## src/shared/ufc_pkg.sv

```systemverilog
// Constants, types and helpers shared by the frame counter block.
package ufc_pkg;

    // ==========================================================
    // Register map
    localparam logic [7:0] OFF_PERIOD = 8'h00;
    localparam logic [7:0] OFF_LEFT = 8'h04;
    localparam logic [7:0] OFF_SEQ = 8'h08;
    localparam logic [7:0] OFF_EVT = 8'h0C;
    localparam logic [7:0] OFF_MASK = 8'h10;
    localparam logic [7:0] OFF_CTRL = 8'h14;

    // ==========================================================
    // Field layout and reset values
    localparam int PERIOD_W = 14;
    localparam int LPKT_LSB = 16;
    localparam int LPKT_W = 15;
    localparam int TOGGLE_BIT = 31;
    localparam int SEQ_W = 16;
    localparam logic [13:0] PERIOD_RST = 14'h2EDF;
    localparam logic [14:0] LPKT_RST = 15'h0000;
    localparam int CTRL_RUN_BIT = 0;
    localparam int CTRL_SRST_BIT = 1;
    localparam int EVT_W = 2;
    localparam int EVT_SOF_BIT = 0;
    localparam int EVT_WRAP_BIT = 1;
    localparam logic [1:0] RESP_OKAY = 2'h0;
    localparam logic [1:0] RESP_SLVERR = 2'h2;

    // ==========================================================
    // Timing
    localparam int CLK_PERIOD_PS = 4000;
    localparam int BIT_TIME_PS = 83333;
    localparam int BIT_TICK_CYC = BIT_TIME_PS / CLK_PERIOD_PS;
    localparam int TICK_W = 5;

    // ==========================================================
    // Frame sequencer states
    typedef enum logic [2:0] {
        ST_IDLE = 3'h1,
        ST_SOF = 3'h2,
        ST_WR = 3'h4
    } ufc_frame_st_t;

    // Byte-lane merge of a bus write into an old word.
    function automatic logic [31:0] wmerge(input logic [31:0] old_w,
                                           input logic [31:0] new_w,
                                           input logic [3:0] strb);
        logic [31:0] res;
        res = old_w;
        for (int i = 0; i < 4; i++) begin
            if (strb[i]) begin
                res[i*8 +: 8] = new_w[i*8 +: 8];
            end
        end
        return res;
    endfunction

endpackage

```

## src/verilog/ufc_frame_counter.sv

```systemverilog
// Frame interval, bit-time down counter and frame sequence counter.
//
// Implementation choices: the register offsets and the AXI4-Lite register port.
`timescale 1ns/1ps
module ufc_frame_counter (
    // Clock and reset
    input wire logic clk_i,
    input wire logic rst_i,
    // AXI4-Lite write channels
    input wire logic [7:0] s_axil_awaddr_i,
    input wire logic s_axil_awvalid_i,
    output logic s_axil_awready_o,
    input wire logic [31:0] s_axil_wdata_i,
    input wire logic [3:0] s_axil_wstrb_i,
    input wire logic s_axil_wvalid_i,
    output logic s_axil_wready_o,
    output logic [1:0] s_axil_bresp_o,
    output logic s_axil_bvalid_o,
    input wire logic s_axil_bready_i,
    // AXI4-Lite read channels
    input wire logic [7:0] s_axil_araddr_i,
    input wire logic s_axil_arvalid_i,
    output logic s_axil_arready_o,
    output logic [31:0] s_axil_rdata_o,
    output logic [1:0] s_axil_rresp_o,
    output logic s_axil_rvalid_o,
    input wire logic s_axil_rready_i,
    // Frame sequencing
    input wire logic xfer_bit_i,
    output logic sof_token_o,
    output logic sca_wr_req_o,
    output logic [15:0] sca_wr_data_o,
    input wire logic sca_wr_ack_i,
    output logic ed_fetch_ok_o,
    output logic [14:0] largest_packet_cnt_o,
    // Interrupt
    output logic irq_o
);

    // ==========================================================
    // Declarations
    logic aw_hold_r;
    logic w_hold_r;
    logic [7:0] aw_addr_r;
    logic [31:0] w_data_r;
    logic [3:0] w_strb_r;
    logic wr_fire;
    logic addr_hit;
    logic [31:0] wr_word;
    logic [31:0] rd_word;
    logic rd_hit;
    logic [13:0] sof_period_bits_r;
    logic [14:0] largest_packet_bits_r;
    logic interval_update_toggle_r;
    logic [13:0] bit_times_left_r;
    logic left_count_toggle_copy_r;
    logic [15:0] sof_sequence_count_r;
    logic running_state_r;
    logic run_prev_r;
    logic enter_run;
    logic bit_tick;
    logic reload;
    logic frame_start;
    logic soft_rst_wr;
    logic [ufc_pkg::EVT_W-1:0] evt_set;
    logic [ufc_pkg::EVT_W-1:0] evt_status;
    logic [ufc_pkg::EVT_W-1:0] evt_mask;
    ufc_pkg::ufc_frame_st_t st_r;

    // ==========================================================
    // Submodules
    ufc_bit_tick u_tick (
        .clk_i(clk_i),
        .rst_i(rst_i),
        .tick_o(bit_tick)
    );

    ufc_evt_irq u_evt (
        .clk_i(clk_i),
        .rst_i(rst_i),
        .set_i(evt_set),
        .clr_we_i(wr_fire && aw_addr_r == ufc_pkg::OFF_EVT && w_strb_r[0]),
        .clr_i(w_data_r[ufc_pkg::EVT_W-1:0]),
        .mask_we_i(wr_fire && aw_addr_r == ufc_pkg::OFF_MASK && w_strb_r[0]),
        .mask_i(w_data_r[ufc_pkg::EVT_W-1:0]),
        .status_o(evt_status),
        .mask_o(evt_mask),
        .irq_o(irq_o)
    );

    // ==========================================================
    // Bus write path
    always_comb begin
        unique case (aw_addr_r)
            ufc_pkg::OFF_PERIOD, ufc_pkg::OFF_LEFT, ufc_pkg::OFF_SEQ,
            ufc_pkg::OFF_EVT, ufc_pkg::OFF_MASK, ufc_pkg::OFF_CTRL: addr_hit = 1'b1;
            default: addr_hit = 1'b0;
        endcase
    end

    assign wr_fire = aw_hold_r && w_hold_r && !s_axil_bvalid_o;
    assign soft_rst_wr = wr_fire && aw_addr_r == ufc_pkg::OFF_CTRL && w_strb_r[0]
                         && w_data_r[ufc_pkg::CTRL_SRST_BIT];
    assign wr_word = ufc_pkg::wmerge({interval_update_toggle_r, largest_packet_bits_r,
                                      2'h0, sof_period_bits_r}, w_data_r, w_strb_r);

    always_ff @(posedge clk_i) begin
        if (rst_i) begin
            aw_hold_r <= 1'b0;
            aw_addr_r <= 8'h00;
            s_axil_awready_o <= 1'b0;
        end else if (s_axil_awvalid_i && s_axil_awready_o) begin
            aw_hold_r <= 1'b1;
            aw_addr_r <= {s_axil_awaddr_i[7:2], 2'h0};
            s_axil_awready_o <= 1'b0;
        end else if (wr_fire) begin
            aw_hold_r <= 1'b0;
            s_axil_awready_o <= 1'b1;
        end else begin
            s_axil_awready_o <= !aw_hold_r;
        end
    end

    always_ff @(posedge clk_i) begin
        if (rst_i) begin
            w_hold_r <= 1'b0;
            w_data_r <= 32'h0000_0000;
            w_strb_r <= 4'h0;
            s_axil_wready_o <= 1'b0;
        end else if (s_axil_wvalid_i && s_axil_wready_o) begin
            w_hold_r <= 1'b1;
            w_data_r <= s_axil_wdata_i;
            w_strb_r <= s_axil_wstrb_i;
            s_axil_wready_o <= 1'b0;
        end else if (wr_fire) begin
            w_hold_r <= 1'b0;
            s_axil_wready_o <= 1'b1;
        end else begin
            s_axil_wready_o <= !w_hold_r;
        end
    end

    always_ff @(posedge clk_i) begin
        if (rst_i) begin
            s_axil_bvalid_o <= 1'b0;
            s_axil_bresp_o <= ufc_pkg::RESP_OKAY;
        end else if (wr_fire) begin
            s_axil_bvalid_o <= 1'b1;
            s_axil_bresp_o <= addr_hit ? ufc_pkg::RESP_OKAY : ufc_pkg::RESP_SLVERR;
        end else if (s_axil_bready_i) begin
            s_axil_bvalid_o <= 1'b0;
        end
    end

    // ==========================================================
    // Interval configuration and run control
    always_ff @(posedge clk_i) begin
        if (rst_i || soft_rst_wr) begin
            sof_period_bits_r <= ufc_pkg::PERIOD_RST;
        end else if (wr_fire && aw_addr_r == ufc_pkg::OFF_PERIOD) begin
            sof_period_bits_r <= wr_word[ufc_pkg::PERIOD_W-1:0];
        end
    end

    // The packet budget and toggle survive a soft reset; the interval is nominal again and the run bit clears.
    always_ff @(posedge clk_i) begin
        if (rst_i) begin
            largest_packet_bits_r <= ufc_pkg::LPKT_RST;
            interval_update_toggle_r <= 1'b0;
        end else if (wr_fire && aw_addr_r == ufc_pkg::OFF_PERIOD) begin
            largest_packet_bits_r <= wr_word[ufc_pkg::LPKT_LSB +: ufc_pkg::LPKT_W];
            interval_update_toggle_r <= wr_word[ufc_pkg::TOGGLE_BIT];
        end
    end

    always_ff @(posedge clk_i) begin
        if (rst_i || soft_rst_wr) begin
            running_state_r <= 1'b0;
            run_prev_r <= 1'b0;
        end else begin
            run_prev_r <= running_state_r;
            if (wr_fire && aw_addr_r == ufc_pkg::OFF_CTRL && w_strb_r[0]) begin
                running_state_r <= w_data_r[ufc_pkg::CTRL_RUN_BIT];
            end
        end
    end

    // ==========================================================
    // Bit-time down counter and sequence count
    assign enter_run = running_state_r && !run_prev_r;
    assign reload = bit_tick && running_state_r && bit_times_left_r == 14'h0000;
    assign frame_start = enter_run || reload;

    // Count registers have no write path at all.
    always_ff @(posedge clk_i) begin
        if (rst_i) begin
            bit_times_left_r <= 14'h0000;
            left_count_toggle_copy_r <= 1'b0;
            sof_sequence_count_r <= 16'h0000;
        end else if (enter_run) begin
            bit_times_left_r <= sof_period_bits_r;
            sof_sequence_count_r <= sof_sequence_count_r + 16'h0001;
        end else if (reload) begin
            bit_times_left_r <= sof_period_bits_r;
            left_count_toggle_copy_r <= interval_update_toggle_r;
            sof_sequence_count_r <= sof_sequence_count_r + 16'h0001;
        end else if (bit_tick && running_state_r) begin
            bit_times_left_r <= bit_times_left_r - 14'h0001;
        end
    end

    // Bit 15 of the count flips here, which lets software keep a longer count.
    assign evt_set[ufc_pkg::EVT_WRAP_BIT] = frame_start && &sof_sequence_count_r[14:0];
    assign evt_set[ufc_pkg::EVT_SOF_BIT] = st_r == ufc_pkg::ST_WR && sca_wr_ack_i;

    // ==========================================================
    // Largest-packet budget
    always_ff @(posedge clk_i) begin
        if (rst_i) begin
            largest_packet_cnt_o <= 15'h0000;
        end else if (frame_start) begin
            largest_packet_cnt_o <= largest_packet_bits_r;
        end else if (xfer_bit_i && largest_packet_cnt_o != 15'h0000) begin
            largest_packet_cnt_o <= largest_packet_cnt_o - 15'h0001;
        end
    end

    // ==========================================================
    // Frame start sequence: token, shared-area write, then descriptors
    // A frame start that arrives before the previous write is acknowledged
    // is not sequenced; a frame is thousands of cycles long.
    always_ff @(posedge clk_i) begin
        if (rst_i) begin
            st_r <= ufc_pkg::ST_IDLE;
            sof_token_o <= 1'b0;
            sca_wr_req_o <= 1'b0;
            sca_wr_data_o <= 16'h0000;
            ed_fetch_ok_o <= 1'b0;
        end else begin
            unique case (st_r)
                ufc_pkg::ST_IDLE: begin
                    if (frame_start) begin
                        st_r <= ufc_pkg::ST_SOF;
                        sof_token_o <= 1'b1;
                        ed_fetch_ok_o <= 1'b0;
                    end
                end
                ufc_pkg::ST_SOF: begin
                    st_r <= ufc_pkg::ST_WR;
                    sof_token_o <= 1'b0;
                    sca_wr_req_o <= 1'b1;
                    sca_wr_data_o <= sof_sequence_count_r;
                end
                ufc_pkg::ST_WR: begin
                    if (sca_wr_ack_i) begin
                        st_r <= ufc_pkg::ST_IDLE;
                        sca_wr_req_o <= 1'b0;
                        ed_fetch_ok_o <= 1'b1;
                    end
                end
            endcase
        end
    end

    // ==========================================================
    // Bus read path
    always_comb begin
        rd_hit = 1'b1;
        unique case ({s_axil_araddr_i[7:2], 2'h0})
            ufc_pkg::OFF_PERIOD: rd_word = {interval_update_toggle_r, largest_packet_bits_r,
                                            2'h0, sof_period_bits_r};
            ufc_pkg::OFF_LEFT: rd_word = {left_count_toggle_copy_r, 17'h0_0000,
                                          bit_times_left_r};
            ufc_pkg::OFF_SEQ: rd_word = {16'h0000, sof_sequence_count_r};
            ufc_pkg::OFF_EVT: rd_word = {30'h0000_0000, evt_status};
            ufc_pkg::OFF_MASK: rd_word = {30'h0000_0000, evt_mask};
            ufc_pkg::OFF_CTRL: rd_word = {31'h0000_0000, running_state_r};
            default: begin
                rd_word = 32'h0000_0000;
                rd_hit = 1'b0;
            end
        endcase
    end

    always_ff @(posedge clk_i) begin
        if (rst_i) begin
            s_axil_arready_o <= 1'b0;
            s_axil_rvalid_o <= 1'b0;
            s_axil_rdata_o <= 32'h0000_0000;
            s_axil_rresp_o <= ufc_pkg::RESP_OKAY;
        end else if (s_axil_arvalid_i && s_axil_arready_o) begin
            s_axil_arready_o <= 1'b0;
            s_axil_rvalid_o <= 1'b1;
            s_axil_rdata_o <= rd_word;
            s_axil_rresp_o <= rd_hit ? ufc_pkg::RESP_OKAY : ufc_pkg::RESP_SLVERR;
        end else if (s_axil_rvalid_o && s_axil_rready_i) begin
            s_axil_rvalid_o <= 1'b0;
            s_axil_arready_o <= 1'b1;
        end else begin
            s_axil_arready_o <= !s_axil_rvalid_o;
        end
    end

    // ==========================================================
    // Checks
    property p_srst_nominal;
        @(posedge clk_i) disable iff (rst_i)
        soft_rst_wr |=> sof_period_bits_r == ufc_pkg::PERIOD_RST && !running_state_r;
    endproperty
    a_srst_nominal: assert property (p_srst_nominal) else $error("interval not nominal");

    property p_reload;
        @(posedge clk_i) disable iff (rst_i)
        reload && !enter_run |=> bit_times_left_r == $past(sof_period_bits_r);
    endproperty
    a_reload: assert property (p_reload) else $error("down counter reload wrong");

    property p_count_down;
        @(posedge clk_i) disable iff (rst_i)
        bit_tick && running_state_r && !enter_run && bit_times_left_r != 14'h0000
        |=> bit_times_left_r == $past(bit_times_left_r) - 14'h0001;
    endproperty
    a_count_down: assert property (p_count_down) else $error("down count wrong");

    property p_enter;
        @(posedge clk_i) disable iff (rst_i)
        enter_run |=> bit_times_left_r == $past(sof_period_bits_r)
                      && sof_sequence_count_r == $past(sof_sequence_count_r) + 16'h0001;
    endproperty
    a_enter: assert property (p_enter) else $error("entry reload wrong");

    property p_toggle_copy;
        @(posedge clk_i) disable iff (rst_i)
        reload && !enter_run |=> left_count_toggle_copy_r == $past(interval_update_toggle_r);
    endproperty
    a_toggle_copy: assert property (p_toggle_copy) else $error("toggle not copied");

    property p_seq_step;
        @(posedge clk_i) disable iff (rst_i)
        !frame_start |=> $stable(sof_sequence_count_r);
    endproperty
    a_seq_step: assert property (p_seq_step) else $error("count moved off reload");

    property p_budget;
        @(posedge clk_i) disable iff (rst_i)
        frame_start |=> largest_packet_cnt_o == $past(largest_packet_bits_r);
    endproperty
    a_budget: assert property (p_budget) else $error("packet budget not loaded");

    property p_sca_order;
        @(posedge clk_i) disable iff (rst_i)
        st_r == ufc_pkg::ST_IDLE && frame_start
        |=> sof_token_o && !ed_fetch_ok_o ##1 sca_wr_req_o
            && sca_wr_data_o == sof_sequence_count_r;
    endproperty
    a_sca_order: assert property (p_sca_order) else $error("shared write order wrong");

    property p_sof_flag;
        @(posedge clk_i) disable iff (rst_i)
        sca_wr_req_o && sca_wr_ack_i |=> evt_status[ufc_pkg::EVT_SOF_BIT] && ed_fetch_ok_o;
    endproperty
    a_sof_flag: assert property (p_sof_flag) else $error("frame flag not set");

endmodule

```

## src/verilog/ufc_bit_tick.sv

```systemverilog
// Bit-time tick divider for the frame counter.
`timescale 1ns/1ps
module ufc_bit_tick (
    // Clock and reset
    input wire logic clk_i,
    input wire logic rst_i,
    // Tick
    output logic tick_o
);

    logic [ufc_pkg::TICK_W-1:0] cnt_r;
    localparam logic [ufc_pkg::TICK_W-1:0] LAST = ufc_pkg::TICK_W'(ufc_pkg::BIT_TICK_CYC - 1);

    // The bit time is not a whole number of clocks; the period rounds down.
    always_ff @(posedge clk_i) begin
        if (rst_i) begin
            cnt_r <= '0;
            tick_o <= 1'b0;
        end else if (cnt_r == LAST) begin
            cnt_r <= '0;
            tick_o <= 1'b1;
        end else begin
            cnt_r <= cnt_r + 1'b1;
            tick_o <= 1'b0;
        end
    end

endmodule

```

## src/verilog/ufc_evt_irq.sv

```systemverilog
// Sticky event flags, mask and interrupt line.
`timescale 1ns/1ps
module ufc_evt_irq (
    // Clock and reset
    input wire logic clk_i,
    input wire logic rst_i,
    // Events and software access
    input wire logic [ufc_pkg::EVT_W-1:0] set_i,
    input wire logic clr_we_i,
    input wire logic [ufc_pkg::EVT_W-1:0] clr_i,
    input wire logic mask_we_i,
    input wire logic [ufc_pkg::EVT_W-1:0] mask_i,
    // State
    output logic [ufc_pkg::EVT_W-1:0] status_o,
    output logic [ufc_pkg::EVT_W-1:0] mask_o,
    output logic irq_o
);

    logic [ufc_pkg::EVT_W-1:0] status_nxt;
    logic [ufc_pkg::EVT_W-1:0] mask_nxt;

    // A new event outranks a clear written in the same cycle.
    always_comb begin
        status_nxt = (status_o & ~(clr_we_i ? clr_i : '0)) | set_i;
        mask_nxt = mask_we_i ? mask_i : mask_o;
    end

    always_ff @(posedge clk_i) begin
        if (rst_i) begin
            status_o <= '0;
            mask_o <= '0;
            irq_o <= 1'b0;
        end else begin
            status_o <= status_nxt;
            mask_o <= mask_nxt;
            irq_o <= |(status_nxt & mask_nxt);
        end
    end

    property p_set_wins;
        @(posedge clk_i) disable iff (rst_i)
        set_i[ufc_pkg::EVT_SOF_BIT] |=> status_o[ufc_pkg::EVT_SOF_BIT];
    endproperty
    a_set_wins: assert property (p_set_wins) else $error("event flag lost");

endmodule

```

## config.mk

```make
export PLATFORM = sky130hd
export DESIGN_NAME = ufc_frame_counter
export DESIGN_NICKNAME = d
export VERILOG_FILES = /design/src/shared/ufc_pkg.sv /design/src/verilog/ufc_frame_counter.sv /design/src/verilog/ufc_bit_tick.sv /design/src/verilog/ufc_evt_irq.sv
export SDC_FILE = /design/constraint.sdc
export NUM_CORES = 1
export LEC_CHECK = 0
export BUFFER_PORTS_ARGS = -buffer_cell sky130_fd_sc_hd__buf_2
export CORE_UTILIZATION = 45
export CTS_CLUSTER_SIZE = 8
export DETAILED_ROUTE_END_ITERATION = 12
export PLACE_DENSITY_LB_ADDON = 0.15
export SLEW_MARGIN = 25
export SYNTH_ARGS = -nofsm -noshare
export SYNTH_HDL_FRONTEND = slang
export SYNTH_SLANG_ARGS = --single-unit
```

## constraint.sdc

```tcl
create_clock -name clk_i -period 2.7 [get_ports clk_i]
set_input_delay 0.27 -clock clk_i [delete_from_list [all_inputs] [get_ports clk_i]]
set_output_delay 0.27 -clock clk_i [all_outputs]
set_load 0.1 [all_outputs]
```

# Word-level counts from Yosys, hierarchy flattened
# Index checks and enable logic that the tools add are counted.
[word_totals]
ff_bits = 196
input_bits = 61
out_inout_bits = 76
word_cells = 152
[op_classes]
n_addsub = 4
n_eq_ne = 16
mux = 35
bitwise_logic = 5
n_reduce_logical = 58
[ops]
columns = ["cell", "n"]
rows = [
  ["one-hot mux 32 bit (6 select lines)", 1],
  ["two-way mux 14 bit", 3],
  ["two-way mux 16 bit", 2],
  ["two-way mux 15 bit", 2],
  ["equality test 6 x 2 -> 1 bit, second input constant", 4],
  ["equality test 6 x 3 -> 1 bit, second input constant", 4],
  ["logical AND 1 bit", 20],
  ["nonzero test 2 bit", 9],
  ["two-way mux 1 bit", 17],
  ["adder 16 x 1 -> 16 bit, second input constant", 1],
  ["AND reduction 2 bit", 8],
  ["AND reduction 15 bit", 1],
  ["nonzero test 15 bit", 1],
  ["subtractor 15 x 1 -> 15 bit, second input constant", 1],
  ["zero test 14 bit", 1],
  ["subtractor 14 x 1 -> 14 bit, second input constant", 1],
  ["equality test 6 x 1 -> 1 bit, second input constant", 2],
  ["OR reduction 6 bit", 2],
  ["OR reduction 2 bit", 5],
  ["one-hot mux 3 bit (3 select lines)", 1],
  ["zero test 8 bit", 1],
  ["two-way mux 2 bit", 4],
  ["zero test 6 bit", 1],
  ["two-way mux 3 bit", 2],
  ["other kinds (15)", 24],
]

# Depth between registers and ports, before layout
# Gate-level depths: netlist (run 1).
[depth]
ltp_word = 10
depth_mapped = 10
mapped_depth_nobuf = 7

# By module
# Synthesis (run 1) repeated with hierarchy kept, for this count alone.
[hier_totals]
cells_unflattened = 883
area_unflattened_um2 = 7775.0
[modules_own_cells]
columns = ["module", "n_inst", "cells_each", "area_each_um2", "seq_area_each_um2"]
rows = [
  ["ufc_frame_counter", 1, 842, 7373.3, 3623.5],
  ["ufc_bit_tick", 1, 24, 234.0, 120.1],
  ["ufc_evt_irq", 1, 17, 167.7, 100.1],
]

# Worst setup path before layout (run 1)
# Ideal clock, no wire load.
[synth_timing]
path_kind = "reg2reg"
startpoint = "register largest_packet_cnt_o[7]"
endpoint = "register largest_packet_cnt_o[13]"
setup_time_ns = 0.080
arrival_ns = 2.318
required_time_ns = 2.620
path_slack_ns = 0.302
stages_incl_launch_ff = 7
path_buffers = 1
synth_period_minus_slack_ns = 2.398
cell_sequence = "dfxtp_1 or4_1 buf_2 or3_4 a311oi_2 xnor2_1 a211oi_2"
[synth_via]
elab_chain_cells = 3
word_cells_on_any_way = 6
classes_between = "add/sub (1); mux (2); reduce/logical (3)"
[synth_rtl]
columns = ["element", "line", "source"]
rows = [
  ["start: declaration", "ufc_frame_counter.sv:35", "output logic [14:0] largest_packet_cnt_o,"],
  ["start signal: assignment", "ufc_frame_counter.sv:222", "largest_packet_cnt_o <= largest_packet_bits_r;"],
  ["start signal: assignment", "ufc_frame_counter.sv:224", "largest_packet_cnt_o <= largest_packet_cnt_o - 15'h0001;"],
  ["subtractor 15 x 1 -> 15 bit / nonzero test 15 bit (equally long branches)", "ufc_frame_counter.sv:224, ufc_frame_counter.sv:223", ""],
  ["two-way mux 15 bit / logical AND 1 bit (equally long branches)", "ufc_frame_counter.sv:223", "end else if (xfer_bit_i && largest_packet_cnt_o != 15'h0000) begin"],
  ["two-way mux 15 bit / nonzero test 2 bit (equally long branches)", "-", ""],
]
# Parallel ways exist; a longest one is shown, timed or not. The select of a mux whose other input is x is not followed.
# A chain may end at the register's enable or synchronous reset.

# Worst setup path after layout (run 1)
[layout_timing]
startpoint = "register bit_times_left_r[0]"
endpoint = "register bit_times_left_r[6]"
[layout_via]
elab_chain_cells = 4
word_cells_on_any_way = 7
classes_between = "add/sub (1); mux (3); reduce/logical (3)"
[layout_rtl]
columns = ["element", "line", "source"]
rows = [
  ["start: declaration", "ufc_frame_counter.sv:55", "logic [13:0] bit_times_left_r;"],
  ["start signal: assignment", "ufc_frame_counter.sv:201", "bit_times_left_r <= sof_period_bits_r;"],
  ["start signal: assignment", "ufc_frame_counter.sv:204", "bit_times_left_r <= sof_period_bits_r;"],
  ["start signal: assignment", "ufc_frame_counter.sv:208", "bit_times_left_r <= bit_times_left_r - 14'h0001;"],
  ["subtractor 14 x 1 -> 14 bit / zero test 14 bit (equally long branches)", "ufc_frame_counter.sv:208, ufc_frame_counter.sv:191", ""],
  ["two-way mux 14 bit / logical AND 1 bit (equally long branches)", "ufc_frame_counter.sv:207, ufc_frame_counter.sv:191", ""],
  ["two-way mux 14 bit", "ufc_frame_counter.sv:203", "end else if (reload) begin"],
  ["two-way mux 14 bit", "ufc_frame_counter.sv:200", "end else if (enter_run) begin"],
]
# Parallel ways exist; a longest one is shown, timed or not. The select of a mux whose other input is x is not followed.

==> impl_summary.log, run 1 <==
[metrics] Clock Latency Late Sink: 0.43 ns
[metrics] period utilisation layout: between 80 and 90%
[metrics] RSZ-0062 raised after global routing: false
[metrics] Worst Tran Pin Value: between 0.8 and 0.9 ns
[metrics] dominant cell type by area after synthesis: sky130_fd_sc_hd__dfxtp_1
[metrics] diode count: 0
[metrics] critical path fanouts, max: 35
[metrics] cell family with most CP delay: simple AND/OR/NAND/NOR gates
[metrics] I/O pins: about 140
[metrics] Worst-path clk slew: 0.07 ns
[metrics] endpoints failing hold: 0
[metrics] number of max-slew violations in the final report: 0
[metrics] combined buffer and inverter count along the critical path: 2
[metrics] maximum clock path buffer count: 2
[metrics] H-tree depth: 4
[metrics] CP required: around 3.1 ns
[metrics] DRT antenna net count: 0
[metrics] clock root buffer: sky130_fd_sc_hd__clkbuf_16
[metrics] placeable core region: ~17000 um^2
[metrics] die width: approximately 130 um
[metrics] setup violation total in the final timing report: 0
[metrics] number of instances in the synthesized netlist: approximately 930
[metrics] # resized after CTS: 0
[metrics] most frequent standard cell in the layout excluding fill and tap cells: sky130_fd_sc_hd__nand2_1
[metrics] portion of the post-synthesis area used by sequential elements: between 40% and 50%
[metrics] number of different library cells in the post-synthesis netlist: between 50 and 60
[metrics] ordered list of cells on the worst path: inv_1, ha_1, and3_1, nand4_1, and2_2, buf_4, nor2_1, a211oi_1
[metrics] area grow syn2layout: 17.4%
[metrics] number of enable-type register cells in the synthesized netlist: 0
[metrics] Fmax achieved: ~0.45 GHz
[metrics] Post-Place Cell Area: approximately 8600 um^2
[metrics] number of optimization iterations in the first detailed-route pass: 5
[metrics] hold_buf cts: 0
[metrics] DP Wirelength: around 13 mm
[metrics] areal power density over the cells: a little under 800 nW/um^2
[metrics] outcome: completed
[metrics] Startpoint Class: flip-flop
[metrics] Iter 0 DRT Violations: just under 400
[metrics] number of global-route vias before repair: approximately 5900
[metrics] worst-case headroom to the max-slew limit: 39.7%
[metrics] detailed-routed wire length on met2: about 7.8 mm
[metrics] largest cells by area after synthesis: sky130_fd_sc_hd__dfxtp_1, sky130_fd_sc_hd__nand2_1, sky130_fd_sc_hd__a21oi_1, sky130_fd_sc_hd__nor2_1, sky130_fd_sc_hd__xnor2_1
[metrics] kind of end point of the critical path: flip-flop
[metrics] WL met1: just under 10 mm
[metrics] summed area of non-filler cells in the final layout: roughly 9200 um^2
[metrics] syn avg cell area: between 8 and 9 um^2
[metrics] initial antenna violation count: 0
[metrics] Vias/cell: roughly 5.2
[metrics] top layer in use: met4
[metrics] pin count of the biggest net entering global routing: 65
[metrics] # placed instances: about 1200
[metrics] Die Y: approximately 130 um
[metrics] CTS buffer count: 17
[metrics] worst hold path type: in -> reg
[metrics] first-pass GRT wire length: approximately 30 mm
[metrics] share of the synthesized area in the top cell type: 49.2%
[metrics] WL met3: around 780 um
[metrics] overall via count from detail_route: 6593
[metrics] Congestion Overflow GR: 0
[metrics] wire length per cell after detailed routing: ~15 um
[metrics] area of the die: approximately 18000 um^2
[metrics] TritonCTS clock tree: done
[metrics] yosys synthesis warning count: 0
[metrics] post-detailed-routing wire length: around 18 mm
[metrics] Post-Route Skew: approximately 0.0064 ns
[metrics] Total Routing Usage GR: 21.0%
[metrics] post-detailed-route DRC marker count: 0
[metrics] max-cap violations: 0
[metrics] fraction of final layout cells sized beyond drive strength 1: 18.1%
[metrics] # port buffers: 128
[metrics] # Post-CTS Setup Buffers: 0
[metrics] gpl congestion: just under 0.8
[metrics] total leakage power: approximately 0.0036 uW
[metrics] main flop type after synthesis: sky130_fd_sc_hd__dfxtp_1
[metrics] synthesized flop and latch total: 192
[metrics] ys async rst share: 0%
[metrics] top library cells by usage in the layout, fill and taps aside: sky130_fd_sc_hd__nand2_1, sky130_fd_sc_hd__dfxtp_1, sky130_fd_sc_hd__buf_2
[metrics] number of nets in the layout: 1095
[metrics] final critical-path required period: between 2 and 2.5 ns
[metrics] number of standard cells in the final layout excluding fillers: approximately 1300
[metrics] Setup Total Neg Slack: 0 ns
[metrics] # rows: 47
[metrics] netlist area before placement: 7810 um^2
[metrics] TritonCTS Sinks: around 190
[metrics] arrival time at the worst endpoint: about 2.6 ns
[metrics] peak ir drop on the vdd network: 0.000592 V
[metrics] Initial Utilization: a little under half
[metrics] standard cell with the maximum stage delay on the critical path: sky130_fd_sc_hd__and2_2
[metrics] worst stage delay on the critical path: 0.59 ns
[metrics] type of the worst setup path: reg -> reg
## power breakdown
group | leakage [uW] | switching [uW] | internal (uW) | total (uW)
Clock | 0.000273 | 1060 | 1340 | 2400
Sequential | 0.00155 | 136 | 2960 | 3090
Combinational | 0.00175 | 1140 | 444 | 1590
Total | 0.00358 | 2340 | 4740 | 7080
## final cells by class
cell class / count / area (um^2)
clock buffer: 22 / 474
clock inverter: 9 / 82.6
fill: 1665 / 7580
inverter: 9 / 33.8
multi-input combinational: 668 / 3720
sequential: 192 / 3840
tap: 220 / 275
timing repair buffer: 142 / 748
## metal layers
layer | GRT usage, % | up-vias
met2 | 29.9 | 148
met3 | 3.89 | 22
li1 | - | 3412
met1 | 31.6 | 3011
met4 | 7.01 | 0
met5 | 0 | -
## sequential cells by signal, indices dropped and copies added (netlist names), 2 cells and up
signal and cells:
s_axil_rdata_o 32, w_data_r 30, sca_wr_data_o 16, sof_sequence_count_r 16, largest_packet_bits_r 15, largest_packet_cnt_o 15, bit_times_left_r 14, sof_period_bits_r 14
aw_addr_r 6, u_tick.cnt_r 5, w_strb_r 4, st_r 3, u_evt.mask_o 2, u_evt.status_o 2
## worst min-delay path, stage by stage
cell and delay (ns):
sky130_fd_sc_hd__buf_2 0.09, sky130_fd_sc_hd__nand2_1 0.05, sky130_fd_sc_hd__a21oi_1 0.05
## through the flow
stage	total power [uW]	hold slack (ns)	setup slack [ns]	util, %
after global routing	7360	0.0784	0.280	54.8
after global placement	4730	0.440	0.525	51.4
final	7080	0.0733	0.467	54.8
after floorplan	4460	0.406	0.302	-
after CTS	7120	0.0616	0.457	54.8
after detailed placement	4730	0.445	0.478	51.4
## cell families after synthesis
kind of cell               Yosys count  synth area share [%]
buffers and inverters               66                  3.33
xor gates and xnor gates            35                  3.92
adders and majority gates            4                 0.640
and+or+nand+nor                    406                  23.5
other                                1                0.0480
muxes                               21                  3.04
DFF                                192                  49.2
AOI/OAI and AO/OA                  200                  16.3
## final timing paths
path / endpoint / from / slack, ns / depth (start not counted)
hold / removal: w_data_r[19] / s_axil_wdata_i[19] / 0.07 / 3
setup / recovery: bit_times_left_r[6] / bit_times_left_r[0] / 0.47 / 8
setup reg to reg: bit_times_left_r[6] / bit_times_left_r[0] / 0.47 / 8
hold reg to reg: sca_wr_data_o[8] / sca_wr_data_o[8] / 0.45 / 2
## synth_stat cells, types with 9 or more instances
cell type	instances
sky130_fd_sc_hd__a211oi_1	32
sky130_fd_sc_hd__a21oi_1	96
sky130_fd_sc_hd__a22o_1	28
sky130_fd_sc_hd__clkbuf_1	47
sky130_fd_sc_hd__dfxtp_1	192
sky130_fd_sc_hd__inv_1	9
sky130_fd_sc_hd__mux2i_1	17
sky130_fd_sc_hd__nand2_1	213
sky130_fd_sc_hd__nand3_1	34
sky130_fd_sc_hd__nand4_1	9
sky130_fd_sc_hd__nor2_1	71
sky130_fd_sc_hd__nor3_1	16
sky130_fd_sc_hd__o21ai_0	21
sky130_fd_sc_hd__xnor2_1	29
Note: power is estimated with default switching activity, not from simulation.
==> inputs of run 2 (changes only) <==
Clock period 2.7 ns to 2.2 ns, I/O delays scaled along.
==> run 2 against run 1 <==
Register-to-register slack got worse by 0.37 ns. Worst setup slack got worse by 0.37 ns. Die area did not move. Combinational power rose by 26%. Critical path depth fell by 4. Sequential share of layout area fell by 0.76 points. Count of clock-buffer cells in the layout fell by 4. Power rose by 29%. Clock power rose by 38%. Sequential cell count did not move. Critical endpoint is now largest_packet_cnt_o[3].
==> impl_summary.log, run 2 (synthesis gave the netlist of run 1 again) <==
[metrics] final critical-path required period: 2.10 ns (-0.130 ns)
[metrics] number of global-route vias before repair: 5985 (+1.2%)
[metrics] arrival time at the worst endpoint: 2.42 ns (-0.16 ns)
[metrics] Iter 0 DRT Violations: 489 (+25%)
[metrics] CTS buffer count: 17 (unchanged)
[metrics] Clock Latency Late Sink: 0.45 ns (+0.02 ns)
[metrics] proportion of power drawn by flip-flops and latches: 41.7% (-2.0 points)
[metrics] top library cells by usage in the layout, fill and taps aside: sky130_fd_sc_hd__nand2_1, sky130_fd_sc_hd__dfxtp_1, sky130_fd_sc_hd__buf_2
[metrics] max-cap violations: 0 (unchanged)
[metrics] Die Y: 134 um (unchanged)
[metrics] number of max-slew violations in the final report: 0 (unchanged)
[metrics] Initial Utilization: 46.6% (unchanged)
[metrics] CP required: 2.52 ns (-0.53 ns)
[metrics] area grow syn2layout: 19.9%
[metrics] worst hold slack across all endpoints: 0.0108 ns (-0.0625 ns)
[metrics] outcome: completed
[metrics] Worst-path clk slew: 0.07 ns (about the same)
[metrics] proportion of total power due to net switching: 32.7% (-0.37 points)
[metrics] TritonCTS Sinks: 192 (unchanged)
[metrics] net switching power: 2980 uW (+27%)
[metrics] endpoints failing hold: 0 (unchanged)
[metrics] die width: 134 um (unchanged)
[metrics] H-tree depth: 4 (unchanged)
[metrics] placeable core region: 16800 um^2 (unchanged)
[metrics] largest register by flop count: s_axil_rdata_o
[metrics] area of the die: 17900 um^2 (unchanged)
[metrics] number of nets in the layout: 1107 (+1.1%)
[metrics] hold_buf cts: 0 (unchanged)
[metrics] # rows: 47 (unchanged)
[metrics] I/O pins: 137 (unchanged)
[metrics] Vias/cell: 5.24 (+0.30%)
[metrics] Startpoint Class: flip-flop
[metrics] initial antenna violation count: 0 (unchanged)
[metrics] worst stage delay on the critical path: 0.71 ns (+0.12 ns)
[metrics] Total Routing Usage GR: 21.5% (+0.46 points)
[metrics] total leakage power: 0.00367 uW (+2.5%)
[metrics] period utilisation layout: 95.6% (+13 points)
[metrics] critical path fanouts, max: 9 (-74%)
[metrics] ordered list of cells on the worst path: or4_1, o41a_1, a311oi_1, nor3_1
[metrics] number of optimization iterations in the first detailed-route pass: 5 (unchanged)
[metrics] type of the worst setup path: reg -> reg
[metrics] post-detailed-routing wire length: 18.8 mm (+1.7%)
[metrics] DP Wirelength: 13.4 mm (+4.1%)
[metrics] largest registers ranked by flip-flop count: s_axil_rdata_o (32), w_data_r (30)
[metrics] wire length per cell after detailed routing: 14.7 um (+0.66%)
[metrics] TritonCTS clock tree: done
[metrics] diode count: 0 (unchanged)
[metrics] standard cell with the maximum stage delay on the critical path: sky130_fd_sc_hd__or4_1
[metrics] areal power density over the cells: 973 nW/um^2 (+26%)
[metrics] post-detailed-route DRC marker count: 0 (unchanged)
[metrics] # port buffers: 128 (unchanged)
[metrics] setup violation total in the final timing report: 0 (unchanged)
[metrics] peak ir drop on the vdd network: 0.000803 V (+36%)
[metrics] worst-case headroom to the max-slew limit: 36.8% (-2.9 points)
[metrics] Fmax achieved: 0.476 GHz (+6.2%)
[metrics] worst hold path type: in -> reg
[metrics] RSZ-0062 raised after global routing: false
[metrics] kind of end point of the critical path: flip-flop
[metrics] gpl congestion: 0.825 (+3.9%)
[metrics] Post-Route Skew: 0.0140 ns (+0.00760 ns)
[metrics] internal power: 6140 uW (+30%)
[metrics] final core area utilization: 55.9% (+1.2 points)
[metrics] overall via count from detail_route: 6681 (+1.3%)
[metrics] combinational share of power: 21.9% (-0.5 points)
[metrics] Setup Total Neg Slack: 0 ns (unchanged)
[metrics] Worst Tran Pin Value: 0.944 ns (+0.0440 ns)
[metrics] pin count of the biggest net entering global routing: 36 (-45%)
[metrics] max reg flops: 32 (unchanged)
[metrics] fraction of final layout cells sized beyond drive strength 1: 20.3% (+2.1 points)
[metrics] DRT antenna net count: 0 (unchanged)
[metrics] first-pass GRT wire length: 30.5 mm (+1.8%)
[metrics] most frequent standard cell in the layout excluding fill and tap cells: sky130_fd_sc_hd__nand2_1
[metrics] maximum clock path buffer count: 2 (unchanged)
[metrics] clock root buffer: sky130_fd_sc_hd__clkbuf_16
[metrics] Clk network pwr share: 36.3% (+2.4 points)
[metrics] Congestion Overflow GR: 0 (unchanged)
[metrics] Fill cells: 1647 (-1.1%)
-- run 2: changes by cell type in the layout (fill, tap and decap cells not counted), moves of 3 or more --
| cell | delta |
|---|---|
| sky130_fd_sc_hd__buf_4 | +11 |
| sky130_fd_sc_hd__bufinv_16 | +3 |
| sky130_fd_sc_hd__clkbuf_8 | -3 |
| sky130_fd_sc_hd__clkinv_2 | -4 |
| sky130_fd_sc_hd__clkinvlp_4 | +3 |
| sky130_fd_sc_hd__dfxtp_1 | -9 |
| sky130_fd_sc_hd__dfxtp_2 | +9 |
-- run 2: critical path: cells and delay by family, from the launching register on --
| family | cells | cell delay, ns |
|---|---|---|
| AO/OA/AOI/OAI | 2 | 0.84 |
| AND/OR/NAND/NOR | 2 | 0.79 |
| flip-flops | 1 | 0.35 |
-- run 2: worst paths after layout --
path / start / end / slack (ns) / cells after the start
worst max register to register: largest_packet_cnt_o[7] / largest_packet_cnt_o[3] / 0.1 / 4
worst min register to register: sca_wr_data_o[3] / sca_wr_data_o[3] / 0.45 / 2
worst min-delay path: s_axil_wdata_i[21] / w_data_r[21] / 0.01 / 3
worst max-delay path: largest_packet_cnt_o[7] / largest_packet_cnt_o[3] / 0.1 / 4
-- run 2: stage by stage --
| stage | total power, uW | cell area (um^2) | worst slack, ns | std cells |
|---|---|---|---|---|
| 2_1_floorplan | 5480 | 7830 | 0.0134 | 926 |
| 6_report | 9120 | 9370 | 0.0973 | 1275 |
| 3_3_place_gp | 5850 | 8730 | 0.153 | 1243 |
| 4_1_cts | 9140 | 9370 | 0.0923 | 1275 |
| 5_1_grt | 9490 | 9370 | 0.00850 | 1275 |
| 3_5_place_dp | 5850 | 8730 | 0.127 | 1243 |
-- run 2: area by class of cell --
class | instances | area [um^2] | area share, %
tap | 220 | 275 | 2.94
multi-input combinational | 668 | 3730 | 39.7
clock buffer | 18 | 429 | 4.58
inverter | 9 | 33.8 | 0.360
timing repair buffer | 154 | 851 | 9.08
clock inverter | 14 | 204 | 2.18
sequential | 192 | 3850 | 41.1
-- run 2: metal layers --
| metal | wire length (um) | GRT usage, % | up-vias |
|---|---|---|---|
| met3 | 779 | 4.35 | 20 |
| met4 | 263 | 7.13 | 0 |
| met5 | 0 | 0 | - |
| li1 | - | - | 3444 |
| met1 | 9860 | 31.6 | 3073 |
| met2 | 7900 | 31.1 | 144 |
-- run 2: power by group through the flow --
stage	Clock (uW)	Combinational (uW)	Sequential, uW
detailed placement	0	1970	3880
CTS	3360	1980	3800
floorplan	0	911	4570
global placement	0	1970	3880
finish	3310	2000	3810
global route	3520	2150	3830
-- run 2: what timing repair did --
action / CTS / global route
setup buffers: 0 / 0
resized for setup: 0 / 3
setup endpoints to repair: 0 / 5
==> inputs of run 3 (changes only) <==
Settings changed: CELL_PAD_IN_SITES_DETAIL_PLACEMENT from default to 1, CELL_PAD_IN_SITES_GLOBAL_PLACEMENT from default to 1, CORE_MARGIN from default to 3, CORE_UTILIZATION 45 to 41.
==> run 3 against run 2 <==
Cell count up 0.78%. Combinational power up 3%. Global-route usage down 0.42 points. Die area up 16%. Non-clock buffer count up 1. Utilization down 4.8 points. Wire length up 14%. Critical endpoint unchanged.
==> impl_summary.log, run 3 (synthesis gave the netlist of run 1 again) <==
[metrics] I/O pins: 137 (unchanged)
[metrics] most frequent standard cell in the layout excluding fill and tap cells: sky130_fd_sc_hd__nand2_1
[metrics] FF-to-FF Start: largest_packet_cnt_o[7]
[metrics] gpl congestion: 0.815 (-1.2%)
[metrics] hold_buf cts: 0 (unchanged)
[metrics] setup slack at placement: 0.0944 ns (-0.0329 ns)
[metrics] RSZ-0062 raised after global routing: false
[metrics] # rows: 49 (+4.3%)
[metrics] kind of end point of the critical path: flip-flop
[metrics] number of standard cells in the final layout excluding fillers: 1285 (+0.78%)
[metrics] Hold Path Depth: 3 (unchanged)
[metrics] Iter 0 DRT Violations: 307 (-37%)
[metrics] DP Wirelength: 15.1 mm (+13%)
[metrics] Worst-path clk slew: 0.07 ns (about the same)
[metrics] Post-Route Skew: 0.0120 ns (-0.00206 ns)
[metrics] final critical-path required period: 2.12 ns (+0.0142 ns)
[metrics] Die Y: 144 um (+7.7%)
[metrics] # port buffers: 128 (unchanged)
[metrics] largest register by flop count: s_axil_rdata_o
[metrics] startpoint of the worst setup timing path: largest_packet_cnt_o[7]
[metrics] first-pass GRT wire length: 35.1 mm (+15%)
[metrics] clock root buffer: sky130_fd_sc_hd__clkbuf_16
[metrics] Min-Delay Startpoint: s_axil_wdata_i[12]
[metrics] areal power density over the cells: 960 nW/um^2 (-1.3%)
[metrics] Vias/cell: 5.29 (+0.90%)
[metrics] number of nets in the layout: 1108 (+0.090%)
[metrics] area grow syn2layout: 20.0% (about the same)
[metrics] reg2reg path depth: 4 (unchanged)
[metrics] total leakage power: 0.00366 uW (about the same)
[metrics] outcome: completed
[metrics] maximum clock path buffer count: 2 (unchanged)
[metrics] overall via count from detail_route: 6794 (+1.7%)
[metrics] pin count of the biggest net entering global routing: 90 (+150%)
[metrics] worst hold path type: in -> reg
[metrics] number of global-route vias before repair: 6774 (+13%)
[metrics] number of max-slew violations in the final report: 0 (unchanged)
[metrics] die width: 144 um (+7.7%)
[metrics] # Post-CTS Setup Buffers: 0 (unchanged)
[metrics] initial antenna violation count: 0 (unchanged)
[metrics] type of the worst setup path: reg -> reg
[metrics] H-tree depth: 4 (unchanged)
[metrics] Worst Tran Pin Value: 0.609 ns (-0.335 ns)
[metrics] endpoints failing hold: 0 (unchanged)
[metrics] fraction of final layout cells sized beyond drive strength 1: 20.4% (+0.075 points)
[metrics] DRT antenna net count: 0 (unchanged)
[metrics] largest registers ranked by flip-flop count: s_axil_rdata_o (32), w_data_r (30)
[metrics] post-detailed-routing wire length: 21.4 mm (+14%)
[metrics] arrival time at the worst endpoint: 2.41 ns (about the same)
[metrics] number of optimization iterations in the first detailed-route pass: 4 (-1)
[metrics] Worst Slack Setup Final: 0.0831 ns (-0.0142 ns)
[metrics] TritonCTS Sinks: 192 (unchanged)
[metrics] peak ir drop on the vdd network: 0.000529 V (-34%)
[metrics] Setup Total Neg Slack: 0 ns (unchanged)
[metrics] Initial Utilization: 42.6% (-4.0 points)
[metrics] CP required: 2.49 ns (-0.03 ns)
[metrics] Fmax achieved: 0.472 GHz (-0.67%)
[metrics] max-cap violations: 0 (unchanged)
[metrics] Clock Latency Late Sink: 0.43 ns (-0.02 ns)
[metrics] TritonCTS clock tree: done
[metrics] Total Routing Usage GR: 21.0% (-0.42 points)
[metrics] wire length per cell after detailed routing: 16.7 um (+13%)
[metrics] max reg flops: 32 (unchanged)
[metrics] post-detailed-route DRC marker count: 0 (unchanged)
[metrics] setup violation total in the final timing report: 0 (unchanged)
[metrics] critical path fanouts, max: 9 (unchanged)
[metrics] Congestion Overflow GR: 0 (unchanged)
[metrics] worst-case headroom to the max-slew limit: 59.4% (+23 points)
[metrics] CTS buffer count: 17 (unchanged)
[metrics] Startpoint Class: flip-flop
[metrics] area of the die: 20800 um^2 (+16%)
[metrics] # placed instances: 1253 (+0.80%)
[metrics] period utilisation layout: 96.2% (+0.65 points)
[metrics] top library cells by usage in the layout, fill and taps aside: sky130_fd_sc_hd__nand2_1, sky130_fd_sc_hd__dfxtp_1, sky130_fd_sc_hd__buf_2
[metrics] diode count: 0 (unchanged)
[metrics] placeable core region: 18300 um^2 (+9.4%)
[run 3: cell count changes in the layout (fill, tap and decap cells not counted), sizes merged]
| cell | delta |
|---|---|
| clkinv | +1 |
| clkbuf | +1 |
| clkinvlp | -1 |
| inv | +1 |
| buf | +1 |
| bufinv | -2 |
[run 3: path summary, 6_finish.rpt]
| check | endpoint | slack [ns] |
|---|---|---|
| max | largest_packet_cnt_o[3] | 0.08 |
| min | w_data_r[12] | 0.02 |
| max reg2reg | largest_packet_cnt_o[3] | 0.08 |
| min reg2reg | sca_wr_data_o[2] | 0.45 |
[run 3: report_power, final]
group	internal, uW	switching [uW]	leakage (uW)
Clock	1730	1410	0.000280
Sequential	3640	173	0.00156
Combinational	600	1460	0.00182
Total	5970	3040	0.00366
[run 3: routing by layer]
| layer | vias up | track usage (%) | routed length [um] | part of all wire [%] |
|---|---|---|---|---|
| li1 | 3432 | - | - | - |
| met1 | 3218 | 30.3 | 10800 | 50 |
| met2 | 127 | 32.8 | 9480 | 44 |
| met3 | 17 | 3.80 | 935 | 4.4 |
| met4 | 0 | 5.25 | 195 | 0.91 |
| met5 | - | 0 | 0 | 0 |
[run 3: area by class of cell]
type,count,area (um^2)
sequential,192,3850
clock inverter,13,153
clock buffer,19,443
tap,229,287
multi-input combinational,668,3740
inverter,9,33.8
fill,2212,8950
timing repair buffer,155,871
[run 3: through the flow]
step	util (%)	hold WS [ns]	area, um^2	total power [uW]
6_report	51.2	0.0195	9380	9010
5_1_grt	51.2	0.0208	9380	9400
4_1_cts	51.1	0.00734	9360	9060
3_5_place_dp	47.8	0.446	8760	5920
3_3_place_gp	47.8	0.439	8760	5900
2_1_floorplan	-	0.356	7830	5480
[run 3: critical path, stage by stage, from the launching register on]
cell and delay, ns:
sky130_fd_sc_hd__dfxtp_2 0.35, sky130_fd_sc_hd__or4_1 0.70, sky130_fd_sc_hd__o41a_1 0.55, sky130_fd_sc_hd__a311oi_1 0.31, sky130_fd_sc_hd__nor3_1 0.08
[run 3: timing repair]
action,in CTS,in global routing
gates resized for setup,0,2
setup endpoints to repair,0,18
hold endpoints to repair,0,0
